==> src/hdl/dce_consts.svh <==
/*
 * Offsets, field positions, reset values and timing counts of the
 * dual comparator event logic.
 * Assumes a 10 MHz system clock and byte addresses on an APB bus with 8-bit addresses and 32-bit data.
 */
`ifndef DCE_CONSTS_SVH
`define DCE_CONSTS_SVH

// Register byte offsets
`define DCE_OFF_CFG0    8'h00
`define DCE_CFG_STEP    8'h04
`define DCE_OFF_PWR     8'h08
`define DCE_OFF_STAT    8'h0c
`define DCE_OFF_MASK    8'h10

// Comparator configuration register fields
`define DCE_B_EN        0
`define DCE_B_POSB      1
`define DCE_B_NEGREF    2
`define DCE_B_PINEN     3
`define DCE_B_INTEN     4
`define DCE_B_RESULT    5
`define DCE_B_FLAG      6
`define DCE_B_SETTLED   7

// Power control register fields
`define DCE_B_MODE_LO   0
`define DCE_B_MODE_HI   1
`define DCE_B_CMPOFF    5

// Reset values
`define DCE_RST_WORD    32'h0000_0000
`define DCE_RST_CMPOFF  1'b0

// Settling time after enable, in microseconds, and its cycle count
`define DCE_SETTLE_US   10
`define DCE_CLK_KHZ     10000
`define DCE_SETTLE_CYC  ((`DCE_SETTLE_US * `DCE_CLK_KHZ) / 1000)

`endif

==> src/hdl/dce_pkg.sv <==
/*
 * Types of the dual comparator event logic.
 * Includes nothing from dce_consts.svh; the power mode encodings are set here.
 */
package dce_pkg;

    // Processor power mode, supplied by the system controller
    typedef enum logic [1:0] {
        MODE_RUN  = 2'b00,
        MODE_IDLE = 2'b01,
        MODE_PD   = 2'b10,
        MODE_TPD  = 2'b11
    } dce_mode_t;

    // Software configuration of one comparator
    typedef struct packed {
        logic pin_en;
        logic neg_ref;
        logic pos_b;
        logic en;
    } dce_cfg_t;

    // Control handed to the analog front end of one comparator
    typedef struct packed {
        logic en;
        logic pos_b;
        logic neg_ref;
    } dce_fe_t;

endpackage

==> src/hdl/dce_cmp_chan.sv <==
/*
 * One comparator channel: synchroniser, forced-high result while
 * disabled, change detection, sticky change flag and settle timer.
 * Assumes raw_gt comes straight from an analog comparator, unsynchronised.
 */
`timescale 1ns/10ps
`include "dce_consts.svh"
module dce_cmp_chan #(
    parameter int SETTLE = `DCE_SETTLE_CYC
) (
    input  wire logic clk,
    input  wire logic rst_b,
    input  wire logic en,
    input  wire logic raw_gt,
    input  wire logic clr,
    output logic      result,
    output logic      flag,
    output logic      change,
    output logic      settled
);
    logic [7:0] cnt,  next_cnt;
    logic       sync1, sync2;
    logic       next_result, next_flag;

    // Two-stage synchroniser on the analog result
    always_ff @(posedge clk or negedge rst_b) begin
        if (!rst_b) begin
            sync1 <= 1'b1;
            sync2 <= 1'b1;
        end else begin
            sync1 <= raw_gt;
            sync2 <= sync1;
        end
    end

    // Result, change pulse, sticky flag and settle count
    always_comb begin
        next_result = en ? sync2 : 1'b1;
        change      = (next_result != result);
        next_flag   = change | (flag & ~clr);
        next_cnt    = cnt;
        if (!en) begin
            next_cnt = 8'h00;
        end else if (cnt != 8'(SETTLE)) begin
            next_cnt = cnt + 8'h01;
        end
    end

    always_ff @(posedge clk or negedge rst_b) begin
        if (!rst_b) begin
            result <= 1'b1;
            flag   <= 1'b0;
            cnt    <= 8'h00;
        end else begin
            result <= next_result;
            flag   <= next_flag;
            cnt    <= next_cnt;
        end
    end

    assign settled = (cnt == 8'(SETTLE));
endmodule

==> src/hdl/dce_top.sv <==
/*
 * Dual comparator event logic: APB register file, two comparator
 * channels, pin routing, shared interrupt and wake request.
 * Assumes an APB master on clk, a front end that returns one compare
 * bit per comparator, and a system controller that reports power mode.
 */
// Our own choices: the placing of the registers and register access over APB.
`timescale 1ns/10ps
`include "dce_consts.svh"
module dce_top #(
    parameter int NCMP   = 2,
    parameter int SETTLE = `DCE_SETTLE_CYC
) (
    input  wire logic                      clk,
    input  wire logic                      rst_b,
    input  wire logic                      psel,
    input  wire logic                      penable,
    input  wire logic                      pwrite,
    input  wire logic [7:0]                paddr,
    input  wire logic [31:0]               pwdata,
    output logic      [31:0]               prdata,
    output logic                           pready,
    output logic                           pslverr,
    input  dce_pkg::dce_mode_t             pwr_mode,
    input  wire logic [NCMP-1:0]           raw_gt,
    output dce_pkg::dce_fe_t [NCMP-1:0]    fe_ctl,
    output logic      [NCMP-1:0]           cmp_pin_out,
    output logic      [NCMP-1:0]           cmp_pin_oe_b,
    output logic                           irq,
    output logic                           wake
);
    // Register map: one configuration word per comparator, then power
    // control, a status word of change flags and an interrupt mask word.
    // The interrupt enable bit of a configuration word and its mask bit
    // are the same flop, so software may use either view.
    dce_pkg::dce_cfg_t [NCMP-1:0] cfg,       next_cfg;
    logic              [NCMP-1:0] int_mask,  next_int_mask;
    logic                         cmp_off,   next_cmp_off;
    logic              [31:0]     next_prdata;
    logic              [NCMP-1:0] next_pin,  next_oe_b;
    logic                         next_irq,  next_wake;
    logic              [NCMP-1:0] en_eff;
    logic              [NCMP-1:0] clr;
    logic              [NCMP-1:0] result;
    logic              [NCMP-1:0] flag;
    logic              [NCMP-1:0] change;
    logic              [NCMP-1:0] settled;
    logic                         setup, acc, wr, mapped, tpd, asleep;

    // Address match, used by read, write and error decode
    function automatic logic hit(input logic [7:0] a, input logic [7:0] off);
        hit = (a == off);
    endfunction

    // Byte address of one comparator configuration register
    function automatic logic [7:0] cfg_addr(input int i);
        cfg_addr = `DCE_OFF_CFG0 + 8'(i) * `DCE_CFG_STEP;
    endfunction

    // Bus phase decode and mode decode
    assign setup  = psel & ~penable;
    assign acc    = psel & penable;
    assign wr     = acc & pwrite;
    assign tpd    = (pwr_mode == dce_pkg::MODE_TPD);
    assign asleep = (pwr_mode == dce_pkg::MODE_IDLE) | (pwr_mode == dce_pkg::MODE_PD);

    // Mapped-address check
    always_comb begin
        mapped = hit(paddr, `DCE_OFF_PWR) | hit(paddr, `DCE_OFF_STAT)
               | hit(paddr, `DCE_OFF_MASK);
        for (int i = 0; i < NCMP; i++) begin
            if (hit(paddr, cfg_addr(i))) begin
                mapped = 1'b1;
            end
        end
    end

    // Zero-wait slave; unmapped access answers with an error
    assign pready  = 1'b1;
    assign pslverr = acc & ~mapped;

    // Register writes, flag clears and automatic disable
    always_comb begin
        next_cfg      = cfg;
        next_int_mask = int_mask;
        next_cmp_off  = cmp_off;
        clr           = '0;
        if (wr) begin
            for (int i = 0; i < NCMP; i++) begin
                if (hit(paddr, cfg_addr(i))) begin
                    next_cfg[i].en      = pwdata[`DCE_B_EN];
                    next_cfg[i].pos_b   = pwdata[`DCE_B_POSB];
                    next_cfg[i].neg_ref = pwdata[`DCE_B_NEGREF];
                    next_cfg[i].pin_en  = pwdata[`DCE_B_PINEN];
                    next_int_mask[i]    = pwdata[`DCE_B_INTEN];
                    clr[i]              = ~pwdata[`DCE_B_FLAG];
                end
            end
            if (hit(paddr, `DCE_OFF_PWR)) begin
                next_cmp_off = pwdata[`DCE_B_CMPOFF];
            end
            if (hit(paddr, `DCE_OFF_STAT)) begin
                clr = clr | pwdata[NCMP-1:0];
            end
            if (hit(paddr, `DCE_OFF_MASK)) begin
                next_int_mask = pwdata[NCMP-1:0];
            end
        end
        // Total power-down beats a write in the same cycle; the enables
        // stay cleared after exit until software sets them again
        if (tpd) begin
            for (int i = 0; i < NCMP; i++) begin
                next_cfg[i].en = 1'b0;
            end
        end
    end

    always_ff @(posedge clk or negedge rst_b) begin
        if (!rst_b) begin
            cfg      <= '0;
            int_mask <= '0;
            cmp_off  <= `DCE_RST_CMPOFF;
        end else begin
            cfg      <= next_cfg;
            int_mask <= next_int_mask;
            cmp_off  <= next_cmp_off;
        end
    end

    // Read data, captured in the setup phase and held through access
    // Sampling at setup keeps prdata steady in the access cycle; an event
    // that lands in the access cycle shows on the next read
    always_comb begin
        next_prdata = prdata;
        if (setup) begin
            next_prdata = `DCE_RST_WORD;
            for (int i = 0; i < NCMP; i++) begin
                if (hit(paddr, cfg_addr(i))) begin
                    next_prdata[`DCE_B_EN]      = cfg[i].en;
                    next_prdata[`DCE_B_POSB]    = cfg[i].pos_b;
                    next_prdata[`DCE_B_NEGREF]  = cfg[i].neg_ref;
                    next_prdata[`DCE_B_PINEN]   = cfg[i].pin_en;
                    next_prdata[`DCE_B_INTEN]   = int_mask[i];
                    next_prdata[`DCE_B_RESULT]  = result[i];
                    next_prdata[`DCE_B_FLAG]    = flag[i];
                    next_prdata[`DCE_B_SETTLED] = settled[i];
                end
            end
            if (hit(paddr, `DCE_OFF_PWR)) begin
                next_prdata[`DCE_B_MODE_HI:`DCE_B_MODE_LO] = pwr_mode;
                next_prdata[`DCE_B_CMPOFF] = cmp_off;
            end
            if (hit(paddr, `DCE_OFF_STAT)) begin
                next_prdata[NCMP-1:0] = flag;
            end
            if (hit(paddr, `DCE_OFF_MASK)) begin
                next_prdata[NCMP-1:0] = int_mask;
            end
        end
    end

    always_ff @(posedge clk or negedge rst_b) begin
        if (!rst_b) begin
            prdata <= `DCE_RST_WORD;
        end else begin
            prdata <= next_prdata;
        end
    end

    // Comparator channels and their front-end control
    // The front end drops out with the off bit or total power-down
    for (genvar g = 0; g < NCMP; g++) begin : g_cmp
        assign en_eff[g] = cfg[g].en & ~cmp_off & ~tpd;
        assign fe_ctl[g] = '{en: en_eff[g], pos_b: cfg[g].pos_b,
                             neg_ref: cfg[g].neg_ref};
        dce_cmp_chan #(
            .SETTLE (SETTLE)
        ) u_chan (
            .clk     (clk),
            .rst_b   (rst_b),
            .en      (en_eff[g]),
            .raw_gt  (raw_gt[g]),
            .clr     (clr[g]),
            .result  (result[g]),
            .flag    (flag[g]),
            .change  (change[g]),
            .settled (settled[g])
        );
    end

    // Pin routing, shared interrupt and wake request
    // A routed pin is driven both ways from a flop on clk, so it follows the
    // result one clock later and changes only while clk runs
    always_comb begin
        for (int i = 0; i < NCMP; i++) begin
            next_pin[i]  = result[i] & cfg[i].pin_en;
            next_oe_b[i] = ~cfg[i].pin_en;
        end
        next_irq  = (|(flag & int_mask)) & ~tpd;
        next_wake = next_irq & asleep;
    end

    always_ff @(posedge clk or negedge rst_b) begin
        if (!rst_b) begin
            cmp_pin_out  <= '0;
            cmp_pin_oe_b <= '1;
            irq          <= 1'b0;
            wake         <= 1'b0;
        end else begin
            cmp_pin_out  <= next_pin;
            cmp_pin_oe_b <= next_oe_b;
            irq          <= next_irq;
            wake         <= next_wake;
        end
    end

    // Per-channel register view, flag clears, power-down and pin routing;
    // a change in the clearing cycle is left out because the set wins then
    for (genvar g = 0; g < NCMP; g++) begin : g_chk

    end
endmodule

==> config.mk <==
export PLATFORM = sky130hd
export DESIGN_NAME = dce_top
export DESIGN_NICKNAME = d
export VERILOG_FILES = /design/src/hdl/dce_pkg.sv /design/src/hdl/dce_cmp_chan.sv /design/src/hdl/dce_top.sv
export VERILOG_INCLUDE_DIRS = /design/src /design/src/hdl
export SDC_FILE = /design/constraint.sdc
export NUM_CORES = 1
export LEC_CHECK = 0
export BUFFER_PORTS_ARGS = -buffer_cell sky130_fd_sc_hd__buf_4
export CAP_MARGIN = 30
export CORE_AREA = 3 3 69 97
export CTS_CLUSTER_DIAMETER = 150
export DETAILED_ROUTE_END_ITERATION = 12
export DIE_AREA = 0 0 72 100
export PLACE_DENSITY = 0.73
export REMOVE_ABC_BUFFERS = 1
export SYNTH_ARGS = -nofsm -noshare
export SYNTH_HDL_FRONTEND = slang
export SYNTH_SLANG_ARGS = --single-unit
==> constraint.sdc <==
create_clock -name clk -period 2 [get_ports clk]
set_input_delay 0.5 -clock clk [delete_from_list [all_inputs] [get_ports clk]]
set_output_delay 0.5 -clock clk [all_outputs]
set_load 0.005 [all_outputs]
# ---- Word-level counts from Yosys, hierarchy flattened
# Index checks and enable logic that the tools add are counted.
dict set report word_totals {
  regBits 49
  latchBits 0
  ramBits 0
  mem_bits_ro 0
  input_bits 49
  out_inout_bits 46
  wordCells 115
  memories 0
}
dict set report classes {
  addsub 2
  mul 0
  div_mod_pow 0
  order_cmp 0
  eq_ne 15
  shifts 0
  mux 28
  n_bitwise 30
  n_reduce_logical 14
}
# operator n
set ops {}
lappend ops {{8-bit two-way mux} 6}
lappend ops {{8-bit by 1-bit adder with 8-bit output (second input constant)} 2}
lappend ops {{8-bit by 4-bit equality test with 1-bit output (second input constant)} 2}
lappend ops {{8-bit by 7-bit equality test with 1-bit output (second input constant)} 2}
lappend ops {{8-bit by 7-bit inequality test with 1-bit output (second input constant)} 2}
lappend ops {{1-bit AND} 14}
lappend ops {{1-bit two-way mux} 14}
lappend ops {{2-bit AND reduction} 7}
lappend ops {{2-bit two-way mux} 6}
lappend ops {{2-bit nonzero test} 5}
lappend ops {{1-bit inverter} 9}
lappend ops {{8-bit by 3-bit equality test with 1-bit output (second input constant)} 1}
lappend ops {{8-bit by 5-bit equality test with 1-bit output (second input constant)} 1}
lappend ops {{8-bit zero test} 1}
lappend ops {{5-bit two-way mux} 1}
lappend ops {{1-bit OR} 5}
lappend ops {{2-bit equality test (second input constant)} 2}
lappend ops {{4-bit two-way mux} 1}
lappend ops {{2-bit inequality test (second input constant)} 2}
lappend ops {{2-bit AND} 1}
lappend ops {{2-bit by 1-bit equality test with 1-bit output (second input constant)} 1}
lappend ops {{1-bit inequality test} 2}
lappend ops {{2-bit OR} 1}
lappend ops {{2-bit OR reduction} 1}

# ---- Longest topological paths before layout
dict set report depth {
  word_depth 9
  depth_mapped 7
  ltp_nobuf 7
}

# ---- Modules after synthesis
# A second synthesis with hierarchy kept.
dict set report unflattened {
  hier_cells 267
  hier_area_um2 2696.3
}
# mod instances cells_per_inst area_each_um2 seq_area_each_um2
set by_module_without_submodules {}
lappend by_module_without_submodules {dce_top 1 161 1551.5 628.1}
lappend by_module_without_submodules {{dce_cmp_chan (g_cmp[0].u_chan)} 1 54 573.0 304.0}
lappend by_module_without_submodules {{dce_cmp_chan (g_cmp[1].u_chan)} 1 52 571.8 304.0}

# ---- Least setup slack after synthesis
# No wires, ideal clock.
dict set report synth_timing {
  kind {input-to-output}
  startpoint {input pwr_mode[0]}
  endpoint {output fe_ctl[2] in the netlist's numbering}
  arrival_time_ns 1.460
  required_time_ns 1.500
  setup_slack_ns 0.040
  cell_stages 5
  path_buffers 2
  path_cell_list {ha_1 or3b_2 buf_2 inv_1 buf_4}
}
dict set report synth_between {
  elab_chain_cells 3
}
# item line_no
set synth_lines {}
lappend synth_lines {{start, declared} dce_top.sv:24} ;# input dce_pkg::dce_mode_t pwr_mode,
lappend synth_lines {{2-bit equality test} dce_top.sv:64} ;# assign tpd = (pwr_mode == dce_pkg::MODE_TPD);
lappend synth_lines {{1-bit inverter} dce_top.sv:173} ;# assign en_eff[g] = cfg[g].en & ~cmp_off & ~tpd;
lappend synth_lines {{1-bit AND} dce_top.sv:173}
lappend synth_lines {{end, declared} dce_top.sv:26} ;# output dce_pkg::dce_fe_t [NCMP-1:0] fe_ctl,
# No other way between the ends.

==> flow_summary.yaml <==
critical_path:
  cp-end-kind: "primary output"
  critical_path.max_stage_delay_ns: 0.47
  arrival_ns: 1.45
  crit_top_cell: "buf_4"
  crit_type: "in2out"
  crit_required_ns: 1.50
  start_kind: "primary input"
  slowest_stage: "or3b_2"
  cp_top_family: "simple AND/OR/NAND/NOR gates"
  path_buf_inv: 3
  ff2ff_path_depth: 4
  cp_cell_sequence: "buf_4 > ha_1 > or3b_2 > inv_1 > buf_4"
  worst-path-stages: 5
  cp_max_fo: 3
synth:
  synth.yosys.seq_area_share: 0.4831
  avgSynthCellArea_um2: 10.32
  netlist_area_mm2: 0.002559
  syn_inst: 248
  synth_area_leaders: "dfrtp_1 (40%), buf_4 (9.4%), dfstp_2 (8.2%), nor2_1 (3.5%), a21oi_1 (2.9%)"
  synth.distinct_cells: 43
  synth-seq-cells: 49
  yosysTopAreaCell: "dfrtp_1"
  synth_warnings: 0
  synth_top_area_frac: 0.4010
clock_network:
  ctsResizeCount: 0
  cts.sinks: 49
  cts_hold_buf: 0
  htreeDepth: 2
  clockBufferDepth: 2
  clk_pin_slew_worst_paths_ns: 0.08
  cts_tree: "yes"
  cts_root_buf: "clkbuf_8"
  cts_buffers: 5
  insertion_delay_ns: 0.30
routing:
  drc: 0
  wl_met1_um: 2048
  routed-wl-met2_um: 2744
  drt_iter0_drc: 117
  dr_wl_met3_um: 273
  wl_um: 5188
  via_per_inst: 5.130
  wire_per_inst_um: 14.10
  firstDrtPassIters: 4
  dr_total_vias: 1888
  highest_layer: "met4"
  drtAntennaViolNets: 0
floorplanning:
  die-height_um: 100
  core_mm2: 0.005904
  ios: 95
  dieArea_mm2: 0.007200
  die_w_um: 72
  start_util: 0.4334
  rows: 33
global_routing:
  antenna_found_initial: 0
  grt_pass1_vias: 1841
  grt_pass1_wl_um: 8562
  grt_overflow: 0
  grt_util_all_layers: 0.1526
  grt_max_degree: 50
finish:
  drive_gt1_frac: 0.2886
  stdcell_area_mm2: 0.002972
  regArea_mm2: 0.001236
  multi_input_area_mm2: 0.001096
  finalNetCount: 351
  diodes: 0
  final_common_cell: "buf_4"
  fill_cells: 549
  final_util: 0.5033
  layout_common_cells: "buf_4 (56), dfrtp_1 (41), conb_1 (25)"
  area_growth_pct: 16.14
timing:
  rsz0062_at_grt: "no"
  slew_headroom: 0.5942
  fmax_ghz: 0.5133
  tightest_slew_ns: 0.6088
  layout_setup_ws_ns: 0.05198
  period_needed_ns: 1.948
  maxSlewViolCount: 0
  fin_crit_sh: 0.9740
  setup_viol: 0
  hold_slack_ns: 0.2047
  final_hold_viol_count: 0
  skew_ns: 0.004136
place:
  pre_cts_slack_ns: -0.004754
  hpwl_um: 3950
  place_area_mm2: 0.002874
  gp_congestion: 0.8840
  numPortBuffers: 44
power:
  p_leak_nw: 1.375
  ir_drop_uv: 414.8
  powerDensity_mw_per_mm2: 608.9
  power.total_w: 0.001809
status:
  status: "complete, no violations"
run:
  cap_violations: 0
min_path:
  hold_path.class: "in2async"
## synth_stat cells
cell type	count
a2bb2oi_1	1
nor4_1	2
o21ai_0	9
mux2_1	1
or4_4	1
clkbuf_1	2
or4bb_1	1
nor4b_4	1
dfrtp_1	41
nand3b_1	3
mux2i_1	4
buf_4	32
or3b_2	1
mux4_2	2
nor3_1	4
conb_1	2
o31ai_1	2
nor3_4	1
ha_1	5
mux2_2	6
nor4_2	1
dfstp_2	8
nand3_1	9
or2_2	1
a31oi_1	2
and3_2	2
and2_1	4
nor2b_1	2
nand4_1	3
nor2_1	24
clkbuf_8	1
a21oi_1	15
clkbuf_2	1
and3_1	5
xor2_1	3
nand2b_1	1
or3_1	4
buf_2	1
a22oi_1	8
inv_1	11
xnor2_1	7
nand2_1	12
o22ai_1	2
## kinds of logic after synthesis
group,synth area share
flops,0.4831
simple gates,0.1795
compound gates,0.08948
mux,0.06406
xor+xnor,0.03423
buf+inv,0.1222
other cells,0.002935
fa+ha+maj,0.02445
## final timing paths
check	startpoint	end	slack, ns
worst max-delay path	pwr_mode[0]	fe_ctl[2]	0.05
worst min-delay path	rst_b	int_mask[0]	0.20
worst max register to register	g_cmp[1].u_chan.cnt[4]	prdata[7]	0.29
worst min register to register	g_cmp[1].u_chan.sync1	g_cmp[1].u_chan.sync2	0.36
max in group asynchronous	rst_b	g_cmp[1].u_chan.cnt[7]	1.38
min in group clk	raw_gt[1]	g_cmp[1].u_chan.sync1	0.30
## registers in the layout (all words and copies together) (netlist names), 4 cells and up
register and cells:
prdata 8, fe_ctl 4, cfg 4, g_cmp.u_chan.cnt 16
## report_power, final
part / leakage, nW / switching, W / internal, W / total, W
registers: 0.632 / 0.0000171 / 0.00102 / 0.00104
clock network: 0.0455 / 0.000301 / 0.000282 / 0.000583
logic: 0.697 / 0.0000967 / 0.0000894 / 0.000186
## layout make-up
cell class	instances	share of cell area
Sequential cell	49	0.4160
Multi-Input combinational cell	174	0.3688
Timing Repair Buffer	56	0.1415
Clock buffer	8	0.03032
Tap cell	70	0.02947
Inverter	11	0.01389
## metal layers
layer | global-route usage | vias to the layer above
li1 | - | 892
met1 | 0.1913 | 914
met2 | 0.2557 | 73
met3 | 0.02204 | 9
met4 | 0.07381 | 0
met5 | 0 | -
## repair_timing
action | 4_1_cts | 5_1_grt
setup buffers | 0 | 1
hold endpoints to repair | 0 | 0
endpoints found under the setup margin | 0 | 1
## through the flow
stage	cells	setup TNS, ns
2_1_floorplan	234	0
3_3_place_gp	359	0
3_5_place_dp	359	-0.004754
4_1_cts	367	0
5_1_grt	368	0
6_report	368	0
Note: power is estimated with default switching activity, not from simulation.
